## src/core/sac_pkg.sv

```systemverilog
package sac_pkg;

  // ==========================================================
  // Clock and timing
  localparam int CLK_MHZ = 250;
  localparam int CAL_TIME_US = 100;
  // Longest time rounds down: whole cycles inside the trim budget
  localparam int CAL_CYCLES_DEF = CAL_TIME_US * CLK_MHZ;
  localparam int CNT_W = 16;

  // ==========================================================
  // Phases
  localparam int PHASES = 3;

  // ==========================================================
  // Register map (byte addresses, low two address bits ignored)
  localparam int ADDR_W = 12;
  localparam logic [11:0] ADDR_CTRL = 12'h000;
  localparam logic [11:0] ADDR_TDRIVE = 12'h004;
  localparam logic [11:0] ADDR_STATUS = 12'h008;

  // Control register fields
  localparam int CTRL_W = 8;
  localparam int GAIN_LSB = 0;
  localparam int VREF_BYP_BIT = 2;
  localparam int FET_BIT = 3;
  localparam int LSREF_BIT = 4;
  localparam int CAL_LSB = 5;
  localparam logic [7:0] CTRL_RST = 8'h00;

  // Drive window length in clock cycles
  localparam logic [15:0] TDRIVE_RST = 16'h03E8;

  // Status register fields
  localparam int ST_TRIM_RUN_LSB = 0;
  localparam int ST_TRIM_DONE_LSB = 3;
  localparam int ST_AMP_EN_LSB = 6;
  localparam int ST_WIN_LSB = 9;
  localparam int ST_SHORT_LSB = 12;

  // ==========================================================
  // Gain codes
  localparam logic [1:0] GAIN_5 = 2'h0;
  localparam logic [1:0] GAIN_10 = 2'h1;
  localparam logic [1:0] GAIN_20 = 2'h2;
  localparam logic [1:0] GAIN_40 = 2'h3;

  // ==========================================================
  // AHB-Lite encodings
  localparam logic [2:0] HSIZE_WORD = 3'h2;
  localparam logic [31:0] RDATA_ZERO = 32'h00000000;

  // ==========================================================
  // Calibration sequence
  typedef enum logic [1:0] {
    SAC_CAL_IDLE,
    SAC_CAL_TRIM,
    SAC_CAL_HOLD
  } sac_cal_e;

endpackage

```

## src/core/sac_top.sv

```systemverilog
// Decided for this implementation: the address map and register access over AHB-Lite.
`timescale 1ns/1ps
`default_nettype none
module sac_top #(
  parameter int unsigned CAL_CYCLES = sac_pkg::CAL_CYCLES_DEF
) (
  input wire logic hclk,                                   // Bus and core clock
  input wire logic hresetn,                                // Async reset, low
  input wire logic hsel,                                   // Slave select
  input wire logic [31:0] haddr,                           // Byte address
  input wire logic [1:0] htrans,                           // Transfer type
  input wire logic hwrite,                                 // Write when high
  input wire logic [2:0] hsize,                            // Transfer size
  input wire logic [31:0] hwdata,                          // Write data
  input wire logic hready,                                 // Bus ready
  output logic hreadyout,                                  // Slave ready
  output logic [31:0] hrdata,                              // Read data
  output logic hresp,                                      // Always OKAY
  input wire logic cal_pin,                                // Calibration pin
  input wire logic [sac_pkg::PHASES-1:0] ls_gate_cmd,      // Low-side commands
  input wire logic [sac_pkg::PHASES-1:0] hs_gate_cmd,      // High-side commands
  output logic [2*sac_pkg::PHASES-1:0] amp_gain,           // Gain code per phase
  output logic vref_div_bypass,                            // Reference divider off
  output logic lowside_ref_neg,                            // Monitor on negative pin
  output logic [sac_pkg::PHASES-1:0] amp_enable,           // Amplifier enables
  output logic [sac_pkg::PHASES-1:0] amp_in_short,         // Inputs shorted
  output logic [sac_pkg::PHASES-1:0] amp_load_disc,        // Load disconnected
  output logic [sac_pkg::PHASES-1:0] amp_pos_switch_node,  // Positive input source
  output logic [sac_pkg::PHASES-1:0] amp_trim_run          // Trim routine running
);

  localparam int NP = sac_pkg::PHASES;
  localparam logic [sac_pkg::CNT_W-1:0] CAL_CNT = sac_pkg::CNT_W'(CAL_CYCLES);

  // ==========================================================
  // Elaboration checks
  generate
    if (CAL_CYCLES < 1 || CAL_CYCLES > (2 ** sac_pkg::CNT_W) - 1) begin : g_bad_cal
      $error("CAL_CYCLES must be between 1 and 65535");
    end
  endgenerate

  // ==========================================================
  // Decode helper
  function automatic logic addr_is(input logic [sac_pkg::ADDR_W-1:0] a,
                                   input logic [sac_pkg::ADDR_W-1:0] off);
    addr_is = (a[sac_pkg::ADDR_W-1:2] == off[sac_pkg::ADDR_W-1:2]);
  endfunction

  // ==========================================================
  // Bus slave state
  logic wr_pend_reg, wr_pend_next;
  logic rd_pend_reg, rd_pend_next;
  logic [sac_pkg::ADDR_W-1:0] addr_reg, addr_next;
  logic ready_next;
  logic [31:0] rdata_next;
  logic [sac_pkg::CTRL_W-1:0] ctrl_reg, ctrl_next;
  logic [sac_pkg::CNT_W-1:0] tdrive_reg, tdrive_next;
  logic [31:0] status_word;
  logic take, word_ok;

  // ==========================================================
  // Per-phase results
  logic [1:0] gain_ph [NP];
  logic [NP-1:0] en_ph, short_ph, disc_ph, pos_ph, trun_ph, tdone_ph, win_ph;
  logic [NP-1:0] cal_req_ph;
  logic fet_mode, vref_next, lsref_next;
  logic [2*NP-1:0] gain_flat;

  // ==========================================================
  // Bus and register next values
  always_comb begin
    take = hsel && hready && htrans[1];
    // Narrow transfers are answered OKAY but change nothing
    word_ok = (hsize == sac_pkg::HSIZE_WORD);
    wr_pend_next = 1'b0;
    rd_pend_next = 1'b0;
    addr_next = addr_reg;
    ctrl_next = ctrl_reg;
    tdrive_next = tdrive_reg;
    ready_next = 1'b1;
    rdata_next = hrdata;
    if (wr_pend_reg) begin
      if (addr_is(addr_reg, sac_pkg::ADDR_CTRL)) begin
        ctrl_next = hwdata[sac_pkg::CTRL_W-1:0];
      end else if (addr_is(addr_reg, sac_pkg::ADDR_TDRIVE)) begin
        tdrive_next = hwdata[sac_pkg::CNT_W-1:0];
      end
    end
    // Read data comes one cycle after the wait state so a read
    // that follows a write sees the value just written
    if (rd_pend_reg) begin
      if (addr_is(addr_reg, sac_pkg::ADDR_CTRL)) begin
        rdata_next = {24'h000000, ctrl_reg};
      end else if (addr_is(addr_reg, sac_pkg::ADDR_TDRIVE)) begin
        rdata_next = {16'h0000, tdrive_reg};
      end else if (addr_is(addr_reg, sac_pkg::ADDR_STATUS)) begin
        rdata_next = status_word;
      end else begin
        rdata_next = sac_pkg::RDATA_ZERO;
      end
    end
    if (take) begin
      addr_next = haddr[sac_pkg::ADDR_W-1:0];
      wr_pend_next = hwrite && word_ok;
      rd_pend_next = !hwrite;
      ready_next = hwrite;
    end
  end

  always_ff @(posedge hclk or negedge hresetn) begin
    if (!hresetn) begin
      wr_pend_reg <= 1'b0;
      rd_pend_reg <= 1'b0;
      addr_reg <= '0;
      hreadyout <= 1'b1;
      hrdata <= sac_pkg::RDATA_ZERO;
      hresp <= 1'b0;
      ctrl_reg <= sac_pkg::CTRL_RST;
      tdrive_reg <= sac_pkg::TDRIVE_RST;
    end else begin
      wr_pend_reg <= wr_pend_next;
      rd_pend_reg <= rd_pend_next;
      addr_reg <= addr_next;
      hreadyout <= ready_next;
      hrdata <= rdata_next;
      hresp <= 1'b0;
      ctrl_reg <= ctrl_next;
      tdrive_reg <= tdrive_next;
    end
  end

  // ==========================================================
  // Mode decode
  always_comb begin
    fet_mode = ctrl_reg[sac_pkg::FET_BIT];
    // Pin requests all phases, register bits request their own
    cal_req_ph = ctrl_reg[sac_pkg::CAL_LSB +: NP] | {NP{cal_pin}};
    vref_next = ctrl_reg[sac_pkg::VREF_BYP_BIT];
    // Sensing across the transistor would blind the monitor on the
    // positive pin, so the reference bit is overridden
    if (fet_mode) begin
      lsref_next = 1'b1;
    end else begin
      lsref_next = ctrl_reg[sac_pkg::LSREF_BIT];
    end
    status_word = '0;
    status_word[sac_pkg::ST_TRIM_RUN_LSB +: NP] = trun_ph;
    status_word[sac_pkg::ST_TRIM_DONE_LSB +: NP] = tdone_ph;
    status_word[sac_pkg::ST_AMP_EN_LSB +: NP] = en_ph;
    status_word[sac_pkg::ST_WIN_LSB +: NP] = win_ph;
    status_word[sac_pkg::ST_SHORT_LSB +: NP] = short_ph;
  end

  always_ff @(posedge hclk or negedge hresetn) begin
    if (!hresetn) begin
      vref_div_bypass <= 1'b0;
      lowside_ref_neg <= 1'b0;
    end else begin
      vref_div_bypass <= vref_next;
      lowside_ref_neg <= lsref_next;
    end
  end

  // ==========================================================
  // Phase controllers
  generate
    for (genvar p = 0; p < NP; p++) begin : g_ph
      sac_phase u_phase (
        .hclk          (hclk),
        .hresetn       (hresetn),
        .ls_cmd        (ls_gate_cmd[p]),
        .hs_cmd        (hs_gate_cmd[p]),
        .drive_cycles  (tdrive_reg),
        .cal_cycles    (CAL_CNT),
        .fet_mode      (fet_mode),
        .cal_req       (cal_req_ph[p]),
        .gain_prog     (ctrl_reg[sac_pkg::GAIN_LSB +: 2]),
        .gain_eff      (gain_ph[p]),
        .amp_enable    (en_ph[p]),
        .in_short      (short_ph[p]),
        .load_disc     (disc_ph[p]),
        .pos_to_switch (pos_ph[p]),
        .trim_run      (trun_ph[p]),
        .trim_done     (tdone_ph[p]),
        .window_active (win_ph[p])
      );
      assign gain_flat[2*p +: 2] = gain_ph[p];
    end
  endgenerate

  // Phase outputs are flip-flops inside each controller
  assign amp_gain = gain_flat;
  assign amp_enable = en_ph;
  assign amp_in_short = short_ph;
  assign amp_load_disc = disc_ph;
  assign amp_pos_switch_node = pos_ph;
  assign amp_trim_run = trun_ph;

endmodule
`default_nettype wire

```

## src/core/sac_phase.sv

```systemverilog
`timescale 1ns/1ps
`default_nettype none
module sac_phase (
  input wire logic hclk,                             // Clock
  input wire logic hresetn,                          // Async reset, low
  input wire logic ls_cmd,                           // Low-side gate command
  input wire logic hs_cmd,                           // High-side gate command
  input wire logic [sac_pkg::CNT_W-1:0] drive_cycles, // Drive window length
  input wire logic [sac_pkg::CNT_W-1:0] cal_cycles,  // Trim routine length
  input wire logic fet_mode,                         // Transistor voltage sensing
  input wire logic cal_req,                          // Calibration request level
  input wire logic [1:0] gain_prog,                  // Programmed gain code
  output logic [1:0] gain_eff,                       // Gain applied to amplifier
  output logic amp_enable,                           // Amplifier enabled
  output logic in_short,                             // Inputs shorted together
  output logic load_disc,                            // Load disconnected
  output logic pos_to_switch,                        // Positive input on switch node
  output logic trim_run,                             // Trim routine running
  output logic trim_done,                            // Trim finished, still held
  output logic window_active                         // Drive window open
);

  // ==========================================================
  // State
  logic ls_q_reg, ls_q_next;
  logic hs_q_reg, hs_q_next;
  logic [sac_pkg::CNT_W-1:0] win_cnt_reg, win_cnt_next;
  logic win_reg, win_next;
  logic fet_conn_reg, fet_conn_next;
  sac_pkg::sac_cal_e cal_reg, cal_next;
  logic [sac_pkg::CNT_W-1:0] cal_cnt_reg, cal_cnt_next;
  logic [1:0] gain_next;
  logic en_next, short_next, disc_next, pos_next;
  logic cmd_change, win_end, ls_fall, cal_on;

  // ==========================================================
  // Next state
  always_comb begin
    ls_q_next = ls_cmd;
    hs_q_next = hs_cmd;
    cmd_change = (ls_cmd != ls_q_reg) || (hs_cmd != hs_q_reg);
    ls_fall = ls_q_reg && !ls_cmd;
    win_end = win_reg && !cmd_change && (win_cnt_reg <= 16'h0001);
    win_next = win_reg;
    win_cnt_next = win_cnt_reg;
    // A new command restarts the window, cutting the old one short
    if (cmd_change) begin
      win_next = 1'b1;
      win_cnt_next = drive_cycles;
    end else if (win_end) begin
      win_next = 1'b0;
      win_cnt_next = '0;
    end else if (win_reg) begin
      win_cnt_next = win_cnt_reg - 16'h0001;
    end

    fet_conn_next = fet_conn_reg;
    if (!fet_mode) begin
      fet_conn_next = 1'b0;
    end else if (ls_fall) begin
      fet_conn_next = 1'b0;
    end else if (win_end && ls_cmd) begin
      fet_conn_next = 1'b1;
    end

    cal_next = cal_reg;
    cal_cnt_next = cal_cnt_reg;
    case (cal_reg)
      sac_pkg::SAC_CAL_IDLE: begin
        if (cal_req) begin
          cal_next = sac_pkg::SAC_CAL_TRIM;
          cal_cnt_next = cal_cycles;
        end
      end
      sac_pkg::SAC_CAL_TRIM: begin
        if (!cal_req) begin
          cal_next = sac_pkg::SAC_CAL_IDLE;
        end else if (cal_cnt_reg <= 16'h0001) begin
          cal_next = sac_pkg::SAC_CAL_HOLD;
          cal_cnt_next = '0;
        end else begin
          cal_cnt_next = cal_cnt_reg - 16'h0001;
        end
      end
      sac_pkg::SAC_CAL_HOLD: begin
        if (!cal_req) begin
          cal_next = sac_pkg::SAC_CAL_IDLE;
        end
      end
      default: begin
        cal_next = sac_pkg::SAC_CAL_IDLE;
      end
    endcase

    cal_on = (cal_next != sac_pkg::SAC_CAL_IDLE);
    // Calibration overrides every sensing mode while requested
    gain_next = cal_on ? sac_pkg::GAIN_40 : gain_prog;
    disc_next = cal_on;
    short_next = cal_on || (fet_mode && !fet_conn_next);
    pos_next = fet_mode && !cal_on;
    en_next = cal_on || !fet_mode || fet_conn_next;
  end

  // ==========================================================
  // Registers
  always_ff @(posedge hclk or negedge hresetn) begin
    if (!hresetn) begin
      ls_q_reg <= 1'b0;
      hs_q_reg <= 1'b0;
      win_reg <= 1'b0;
      win_cnt_reg <= '0;
      fet_conn_reg <= 1'b0;
      cal_reg <= sac_pkg::SAC_CAL_IDLE;
      cal_cnt_reg <= '0;
      gain_eff <= sac_pkg::GAIN_5;
      amp_enable <= 1'b1;
      in_short <= 1'b0;
      load_disc <= 1'b0;
      pos_to_switch <= 1'b0;
      trim_run <= 1'b0;
      trim_done <= 1'b0;
      window_active <= 1'b0;
    end else begin
      ls_q_reg <= ls_q_next;
      hs_q_reg <= hs_q_next;
      win_reg <= win_next;
      win_cnt_reg <= win_cnt_next;
      fet_conn_reg <= fet_conn_next;
      cal_reg <= cal_next;
      cal_cnt_reg <= cal_cnt_next;
      gain_eff <= gain_next;
      amp_enable <= en_next;
      in_short <= short_next;
      load_disc <= disc_next;
      pos_to_switch <= pos_next;
      trim_run <= (cal_next == sac_pkg::SAC_CAL_TRIM);
      trim_done <= (cal_next == sac_pkg::SAC_CAL_HOLD);
      window_active <= win_next;
    end
  end

endmodule
`default_nettype wire

```

## config.mk

```make
export PLATFORM = sky130hd
export DESIGN_NAME = sac_top
export DESIGN_NICKNAME = d
export VERILOG_FILES = /design/src/core/sac_pkg.sv /design/src/core/sac_top.sv /design/src/core/sac_phase.sv
export SDC_FILE = /design/constraint.sdc
export NUM_CORES = 1
export LEC_CHECK = 0
export ABC_AREA = 0
export BUFFER_PORTS_ARGS = -buffer_cell sky130_fd_sc_hd__clkbuf_2
export CELL_PAD_IN_SITES_DETAIL_PLACEMENT = 1
export CELL_PAD_IN_SITES_GLOBAL_PLACEMENT = 1
export CORE_AREA = 2 2 150 152
export DETAILED_ROUTE_END_ITERATION = 8
export DIE_AREA = 0 0 152 154
export GPL_TIMING_DRIVEN = 0
export HOLD_SLACK_MARGIN = 0.06
export PLACE_DENSITY = 0.76
export SLEW_MARGIN = 20
export SYNTH_ARGS = -nofsm -noshare
export SYNTH_HDL_FRONTEND = slang
export SYNTH_SLANG_ARGS = --single-unit
export TNS_END_PERCENT = 30
```

## constraint.sdc

```tcl
create_clock -name hclk -period 2.4 [get_ports hclk]
set_clock_uncertainty 0.05 [all_clocks]
set_input_delay 0.12 -clock hclk [delete_from_list [all_inputs] [get_ports hclk]]
set_output_delay 0.12 -clock hclk [all_outputs]
set_load 0.1 [all_outputs]
```

# Word-level counts from Yosys, hierarchy flattened
# Index checks and enable logic that the tools add are counted.
# classes
n_addsub	6
magnitude_cmp	6
n_eq_ne	27
muxes	61
bitwise	2
n_reduce_logical	68
# op_table
cell	n
16-bit 2-to-1 mux	20
16-bit by 1-bit <= comparator with 1-bit output, second input constant	6
16-bit case mux with 2 select lines	3
16-bit by 1-bit subtractor with 16-bit output, second input constant	6
2-bit 2-to-1 mux	15
1-bit logical AND	21
1-bit 2-to-1 mux	19
2-bit case mux with 3 select lines	3
2-bit nonzero test	9
15-bit 2-to-1 mux	1
1-bit zero test	14
2-bit by 1-bit == test with 1-bit output, second input constant	6
2-bit == test, second input constant	6
1-bit logical OR	12
2-bit != test, second input constant	6
3-bit AND reduction	4
10-bit by 1-bit == test with 1-bit output, second input constant	1
10-bit by 2-bit == test with 1-bit output, second input constant	1
10-bit zero test	1
3-bit nonzero test	3
2-bit zero test	3
1-bit != test	6
3-bit by 2-bit == test with 1-bit output, second input constant	1
3-bit OR	1
2 further kinds	2
# totals
ff_bits	211
in_bits	81
output_inout_bits	57

# Logic depth before layout (Yosys ltp)
# Gate-level depths: netlist (run 1).
# depth
ltp_word	12
mapped_depth	8

# Cells and area by module
# Synthesis (run 1) repeated with hierarchy kept, for this count alone.
# unflattened
hier_cells	1021
area_unflattened_um2	10187.3
# modules_own_cells
mod	instances	cells_each	area_per_inst_um2	seq_area_each_um2
sac_phase (g_ph[1].u_phase ...)	2	280	2533.7	1152.4
sac_phase (g_ph[0].u_phase)	1	275	2583.7	1152.4
sac_top	1	186	2536.2	1385.1

# Worst setup path before layout (run 1)
# Ideal clock, no wire load.
# synth_path
kind	flip-flop to flip-flop
from	register addr_reg[11] (netlist name)
to	register ctrl_reg[0] (netlist name)
setup_time_ns	0.125
arrival_ns	1.798
slack_ns	0.428
path_stages_with_launch	6
path_buffers	1
synth_period_minus_slack_ns	1.972
cell_sequence	dfrtp_1 > or4_1 > nor3_1 > and3b_1 > buf_2 > mux2_2
# synth_between
elab_chain_cells	2
# synth_lines
element	line	text
start, declared	sac_top.sv:54	logic [sac_pkg::ADDR_W-1:0] addr_reg, addr_next;
start signal, assigned	sac_top.sv:124	addr_reg <= addr_next;
10-bit zero test	sac_top.sv:47	addr_is = (a[sac_pkg::ADDR_W-1:2] == off[sac_pkg::ADDR_W-1:2]);
2-bit AND reduction (no line)	--	
end signal, assigned	sac_top.sv:119	ctrl_reg <= sac_pkg::CTRL_RST;
end signal, assigned	sac_top.sv:128	ctrl_reg <= ctrl_next;
end, declared	sac_top.sv:57	logic [sac_pkg::CTRL_W-1:0] ctrl_reg, ctrl_next;
# Every way passes these cells.
# A chain may end at the register's enable or synchronous reset.

# Worst setup path in the final report (run 1)
# layout_path
from	register addr_reg[8] (netlist name)
to	register ctrl_reg[7] (netlist name)
# Same word-level chain as after synthesis.

==> run_results.csv, run 1 <==
group,metric,value,unit
power_and_ir_drop,vdd_drop_max,0.0005130,V
sta,hold_violations,0,
global_route,grt_pass1_wl,45.84,mm
clocking,clk_pin_slew,80,ps
critical_path,path_max_fanout,9,
die,die_w,152,um
die,die_area,23410,um^2
detailed_routing,routed_wl,28.33,mm
detailed_routing,num_vias,8029,
global_route,grt_max_degree,56,
worst_hold_path,min_path_type,"input port to asynchronous set/reset pin",
clocking,numCtsBuffers,17,
finish,finish.instance_area,11550,um^2
critical_path,endpoint,"ctrl_reg[7]",
logic_synthesis,synth_compound_area_frac,0.1526,
logic_synthesis,netlist_area,9633,um^2
run_status,status,"completed",
placed_design,dpl_cell_area,10540,um^2
detailed_routing,vias_per_cell,5.658,
logic_synthesis,synthCells,966,
sta,setup_tns,0,ps
global_route,grt_pass1_vias,8422,
placed_design,port-buffer-count,81,
critical_path,cp_cell_sequence,"or4_4 -> nor3_2 -> and3b_1 -> buf_2 -> mux2_2",
clocking,cts_tree,"done",
logic_synthesis,ys.flop_type,"dfrtp_1",
logic_synthesis,synth-edff-count,0,
detailed_routing,ant_nets,0,
detailed_routing,wl_per_cell,19.97,um
sta,whs,105.6,ps
logic_synthesis,yosysSeqAreaShare,0.5027,
die,start_util,0.4442,
sta,worst_pin_slew,632.5,ps
detailed_routing,drc_errors,0,
power_and_ir_drop,leakage,5.040,nW
clocking,cts_sinks,193,
placed_design,dp.cells,1346,
detailed_routing,top_layer,"met4",
critical_path,timing.rr.start,"addr_reg[8]",
global_route,grt_util_all_layers,0.2468,
logic_synthesis,synth_most_common_cell,"dfrtp_1",
die,coreArea,21690,um^2
sta,finalSetupViolCount,0,
job,timing.max_cap.violations,0,
sta,slew_violations,0,
logic_synthesis,synth.area.top_cells,"dfrtp_1 (48%), nand2_1 (4.1%), mux2_2 (4.0%)",
global_route,antenna_found_initial,1,
critical_path,cp-startpoint,"addr_reg[8]",
detailed_routing,wl_met1,12.60,mm
critical_path,crit_buf_inv,1,
critical_path,end_kind,"register",
power_and_ir_drop,total_power,8.873,mW
die,dieHeight,154,um
critical_path,setup.worst_path.class,"register to register",
clocking,cts_root_buffer,"clkbuf_16",
sta,timing.final.ws_setup,103.2,ps
finish,fin_nets,1221,
sta,relSlewSlack,0.5774,
finish,drive_above_1_share,0.2047,
die,num_rows,54,
sta,max_freq,435.4,MHz
logic_synthesis,netlist_top_cells_count,"dfrtp_1 (183), nand2_1 (104), nor2_1 (84)",
critical_path,r2r_end,"ctrl_reg[7]",
critical_path,start_kind,"register",
sta,layout_worst_path_cycle_share,0.9570,
clocking,clkLatencyLatePin,450,ps
critical_path,r2r_cells,5,
critical_path,cp.required,2680,ps
placed_design,place_congestion,0.8255,
logic_synthesis,synthAdderAreaFrac,0.01948,
logic_synthesis,synthArstFlopShare,1.000,
logic_synthesis,synth_top_family_by_area,"simple AND/OR/NAND/NOR gates",
clocking,clockBufferDepth,2,
logic_synthesis,synth_mux_area_frac,0.04494,
critical_path,cpLargestDelayFamily,"simple AND/OR/NAND/NOR gates",
logic_synthesis,synth_xor_xnor_area_share,0.03364,
placed_design,dpl.hpwl,19.62,mm
sta,rsz0062_at_grt,"false",
critical_path,critPathMaxStageDelay,580,ps
critical_path,r2r_slack,100,ps
sta,fin_crit,2297,ps
critical_path,cpMaxStageDelayCell,"or4_4",
finish,final_core_util,0.5325,
logic_synthesis,yosysWarnings,0,
power_and_ir_drop,powerDensity,768.3,nW/um^2
detailed_routing,routed-wl-met2,13.90,mm
finish,layout.cells.non_filler,1419,
logic_synthesis,yosysTopAreaCellShare,0.4754,
finish,syn_to_final_growth,19.90,%
placed_design,pre_cts_ws,40.72,ps
detailed_routing,wl_met3,1.196,mm
global_route,grt_overflow_total,0,
die,top_level_ports,138,
logic_synthesis,synth_area_per_cell,9.972,um^2
detailed_routing,drtPass1Iterations,4,
logic_synthesis,yosys.area.top_type,"dfrtp_1",
logic_synthesis,synthSimpleGateAreaFrac,0.1956,
logic_synthesis,synth_seq_cells,193,
clocking,cts.htree.levels,4,
detailed_routing,first_iter_violations,452,
critical_path,worstPathArrival,2580,ps
logic_synthesis,synth_cell_types,70,
critical_path,path_depth,5,
kinds of logic after synthesis:
kind of cell / Yosys count
AOI/OAI and AO/OA: 228
buffers and inverters: 93
muxes: 39
adders and majority gates: 15
xor gates and xnor gates: 37
DFF: 193
other: 1
and+or+nand+nor: 360
power by group:
group / switching [mW] / total, mW / internal (mW)
sequential: 0.419 / 4.01 / 3.59
clock: 1.41 / 2.90 / 1.50
combinational: 1.37 / 1.96 / 0.590
total: 3.20 / 8.87 / 5.68
timing repair:
item / in CTS / in global routing
hold buffers: 39 / 0
buffers inserted: 0 / 1
setup endpoints to repair: 0 / 32
resized for setup: 0 / 6
hold endpoints to repair: 138 / 0
worst min-delay path by stage:
stage / cells after the start / startpoint / endpoint / slack (ps)
5_1_grt: 2 / hresetn / g_ph[0].u_phase.win_cnt_reg[11] / 120
4_1_cts: 2 / hresetn / g_ph[0].u_phase.win_cnt_reg[12] / 110
3_5_place_dp: 1 / hresetn / g_ph[0].u_phase.win_cnt_reg[12] / 20
3_3_place_gp: 1 / hs_gate_cmd[1] / g_ph[1].u_phase.hs_q_reg / 210
2_1_floorplan: 0 / hresetn / addr_reg[10] / -230
6_report: 2 / hresetn / g_ph[0].u_phase.win_cnt_reg[12] / 110
metal layers:
layer / track usage / up-vias
met3: 0.04566 / 42
met1: 0.3338 / 4093
met4: 0.07922 / 0
met5: 0 / -
met2: 0.4045 / 163
li1: - / 3731
placed cells by master, fill, tap and decap left out, types with 6 or more instances in the layout:
master and instances:
o21ai_0 64, or3_1 11, o31ai_1 28, nor2_1 84, clkbuf_16 17, dfrtp_1 183
a22oi_1 8, a22o_1 7, nor4_1 11, dfstp_2 10, a21oi_1 39, nand2b_1 20
nor3_1 31, xor2_1 15, nand3_1 28, clkbuf_1 25, ha_1 15, and2_1 6
conb_1 17, clkbuf_2 80, nand2_1 104, and3_1 10, a21o_1 17, buf_4 36
dlygate4sd3_1 39, or4_1 6, o31a_1 6, a31oi_1 9, xnor2_1 22, o22ai_1 9
inv_1 25, nor3b_1 6, mux2_2 34
layout make-up:
class	instances	area, um^2
Inverter	26	97.59
Clock buffer	18	439.2
Sequential cell	193	4842
Antenna cell	1	2.502
Tap cell	280	350.3
Buffer	67	392.9
Timing Repair Buffer	124	894.6
Multi-Input combinational cell	696	4384
Clock inverter	14	146.4
Fill cell	2433	10140
Power figures use the tool's default switching activity.
==> run 2: changes to the inputs <==
- CORE_AREA: 2 2 150 152 -> 2 2 154 156
- DIE_AREA: 0 0 152 154 -> 0 0 156 158
- SYNTH_HIERARCHICAL: unset -> 1
==> run 2 against run 1 <==
Against the previous run:
- the flow now finishes with violations (setup timing)
- count of clock-buffer cells in the layout rose by 6
- critical path depth is 1 higher
- fmax decreased by 6.6%
==> run_results.csv, run 2 <==
group,metric,value,unit
run_status,status,"complete, but fails checks",
run_status,violations,"setup timing",
detailed_routing,drtPass1Iterations,4,
detailed_routing,first_iter_violations,394,
logic_synthesis,synth.area.top_cells,"dfrtp_1 (45%), mux2_2 (3.9%), o21ai_0 (2.9%)",
worst_hold_path,min_path_cells,3,
global_route,grt_pass1_vias,9340,
worst_hold_path,min_path_type,"input port to register",
sta,finalSetupViolCount,7,
finish,finish.instance_area,12460,um^2
sta,fin_crit,2458,ps
critical_path,cp.required,2670,ps
logic_synthesis,synth_area_per_cell,9.978,um^2
sta,worst_pin_slew,985.2,ps
detailed_routing,routed_wl,31.03,mm
finish,drive_above_1_share,0.2150,
critical_path,end_kind,"register",
detailed_routing,vias_per_cell,5.764,
die,die_area,24650,um^2
placed_design,dpl_cell_area,11260,um^2
critical_path,setup.worst_path.class,"register to register",
detailed_routing,drc_errors,0,
detailed_routing,num_vias,8882,
clocking,cts.htree.levels,4,
critical_path,start_kind,"register",
clocking,cts_tree,"done",
critical_path,r2r_slack,-60,ps
logic_synthesis,yosysSeqAreaShare,0.4753,
logic_synthesis,synthArstFlopShare,1.000,
global_route,antenna_found_initial,0,
die,dieHeight,158,um
die,num_rows,56,
worst_hold_path,hold_path_end,"g_ph[2].u_phase/trim_done",
global_route,grt_pass1_wl,49.92,mm
global_route,grt_util_all_layers,0.2605,
logic_synthesis,netlist_area,10190,um^2
critical_path,r2r_cells,6,
die,top_level_ports,138,
logic_synthesis,synth_cell_types,70,
job,timing.max_cap.violations,0,
critical_path,cp_cell_sequence,"or4_4 -> or4_4 -> o31ai_4 -> buf_6 -> nor3_2 -> a221o_1",
global_route,grt_max_degree,82,
finish,nFillCells,2651,
die,start_util,0.4419,
logic_synthesis,yosys.area.top_type,"dfrtp_1",
sta,whs,77.68,ps
power_and_ir_drop,powerDensity,873.0,nW/um^2
logic_synthesis,yosysWarnings,6,
detailed_routing,wl_per_cell,20.14,um
logic_synthesis,synth_most_common_cell,"dfrtp_1",
logic_synthesis,netlist_top_cells_count,"dfrtp_1 (183), nor2_1 (72), nand2_1 (71)",
sta,max_freq,406.8,MHz
power_and_ir_drop,leakage,5.450,nW
finish,multi_input_area,5185,um^2
critical_path,cpMostUsedCell,"or4_4",
logic_synthesis,yosysTopAreaCellShare,0.4495,
sta,slew_violations,0,
sta,rsz0062_at_grt,"true",
logic_synthesis,synth_seq_cells,193,
logic_synthesis,synthCells,1021,
finish,n_antenna_cell,0,
placed_design,pre_cts_ws,-176.6,ps
critical_path,critPathMaxStageDelay,540,ps
power_and_ir_drop,total_power,10.88,mW
finish,final_common_cell,"dfrtp_1",
sta,relSlewSlack,0.3418,
finish,syn_to_final_growth,22.28,%
clocking,clockBufferDepth,2,
sta,setup_tns,-169.0,ps
die,coreArea,23050,um^2
clocking,clkLatencyLatePin,440,ps
clocking,numCtsBuffers,17,
critical_path,path_max_fanout,5,
clocking,cts_root_buffer,"clkbuf_16",
critical_path,worstPathArrival,2720,ps
placed_design,port-buffer-count,81,
critical_path,r2r_end,"g_ph[0].u_phase/cal_cnt_reg[3]",
worst_hold_path,hp-start,"cal_pin",
finish,seqCellArea,4848,um^2
logic_synthesis,synth-edff-count,0,
sta,hold_violations,0,
placed_design,dpl.hpwl,21.24,mm
finish,fin_nets,1334,
clocking,clk_pin_slew,70,ps
critical_path,cpMaxStageDelayCell,"or4_4",
die,die_w,156,um
clocking,cts_sinks,193,
global_route,grt_overflow_total,0,
detailed_routing,ant_nets,0,
sta,layout_worst_path_cycle_share,1.024,
power_and_ir_drop,vdd_drop_max,0.0004283,V
critical_path,cp-startpoint,"g_ph[0].u_phase/cal_cnt_reg[9]",
critical_path,timing.rr.start,"g_ph[0].u_phase/cal_cnt_reg[9]",
finish,layout_common_cells,"dfrtp_1 (178), clkbuf_2 (84), nor2_1 (72), nand2_1 (71), conb_1 (65)",
logic_synthesis,ys.flop_type,"dfrtp_1",
placed_design,place_congestion,0.8650,
sta,timing.final.ws_setup,-57.93,ps
## run 2: changes by cell type after synthesis, sizes merged, moves of 9 or more
| cell | before | now |
|---|---|---|
| clkbuf | 25 | 39 |
| o2bb2ai | 0 | 12 |
| xor2 | 15 | 6 |
| nand2 | 104 | 71 |
| nor2 | 84 | 72 |
| a21oi | 40 | 49 |
| a21o | 17 | 1 |
| a2bb2oi | 1 | 10 |
| a221o | 0 | 15 |
| nor4 | 19 | 41 |
| or4 | 8 | 19 |
| nor2b | 3 | 25 |
## run 2: logic make-up after synthesis
family / synth area share
multiplexers: 0.04753
AO/OA/AOI/OAI: 0.1803
AND/OR/NAND/NOR: 0.2039
buffers and inverters: 0.04974
XOR/XNOR: 0.02407
flip-flops: 0.4753
adder cells (fa/ha/maj): 0.01842
other: 0.0007372
## run 2: layer usage
layer,part of all wire,GRT usage,routed length (um),up-vias
met3,0.037,0.04763,1160,45
met5,0,0,0,-
met4,0.026,0.09131,794,0
li1,-,-,-,4137
met2,0.48,0.4332,14900,182
met1,0.46,0.3434,14170,4518
## run 2: area by class of cell
type	instances	area share
plain buffers	71	0.03174
clock buffers	24	0.03787
clock inverters	8	0.008638
inverters	30	0.009040
multi-input cells	788	0.4162
flip-flops and latches	193	0.3892
well taps	290	0.02913
repair buffers	137	0.07814
## run 2: power breakdown
group	switching (mW)	internal, mW	total (mW)
logic	2.33	1.48	3.81
registers	0.536	3.67	4.20
clock network	1.27	1.60	2.87
total	4.13	6.74	10.9
## run 2: per-stage QoR
stage                 util  cells
global placement    0.4855   1455
global route        0.5404   1541
CTS                 0.5336   1533
detailed placement  0.4883   1457
finish              0.5404   1541
floorplan                -   1084
## run 2: worst max-delay path by stage
stage | slack, ps | cells after the start | end
6_report | -60 | 6 | g_ph[0].u_phase/cal_cnt_reg[3]
5_1_grt | -130 | 6 | g_ph[0].u_phase/cal_cnt_reg[3]
4_1_cts | -20 | 8 | g_ph[1].u_phase/cal_cnt_reg[10]
3_5_place_dp | -180 | 5 | g_ph[0].u_phase/win_cnt_reg[2]
3_3_place_gp | -2740 | 1 | g_ph[2].u_phase/cal_cnt_reg[14]
2_1_floorplan | 60 | 6 | g_ph[0].u_phase/cal_cnt_reg[3]
## run 2: worst max-delay path: cells and delay by family, from the launching register on
kind	cells	cell delay [ps]
buf+inv	1	170
flops	1	410
compound gates	2	640
simple gates	3	1060
## run 2: what timing repair did
action	in CTS	in global routing
resized for setup	13	32
pin swaps	2	7
gates cloned	1	0
hold buffers	38	0
setup buffers	6	9
endpoints found under the hold margin	110	0
setup endpoints to repair	40	46
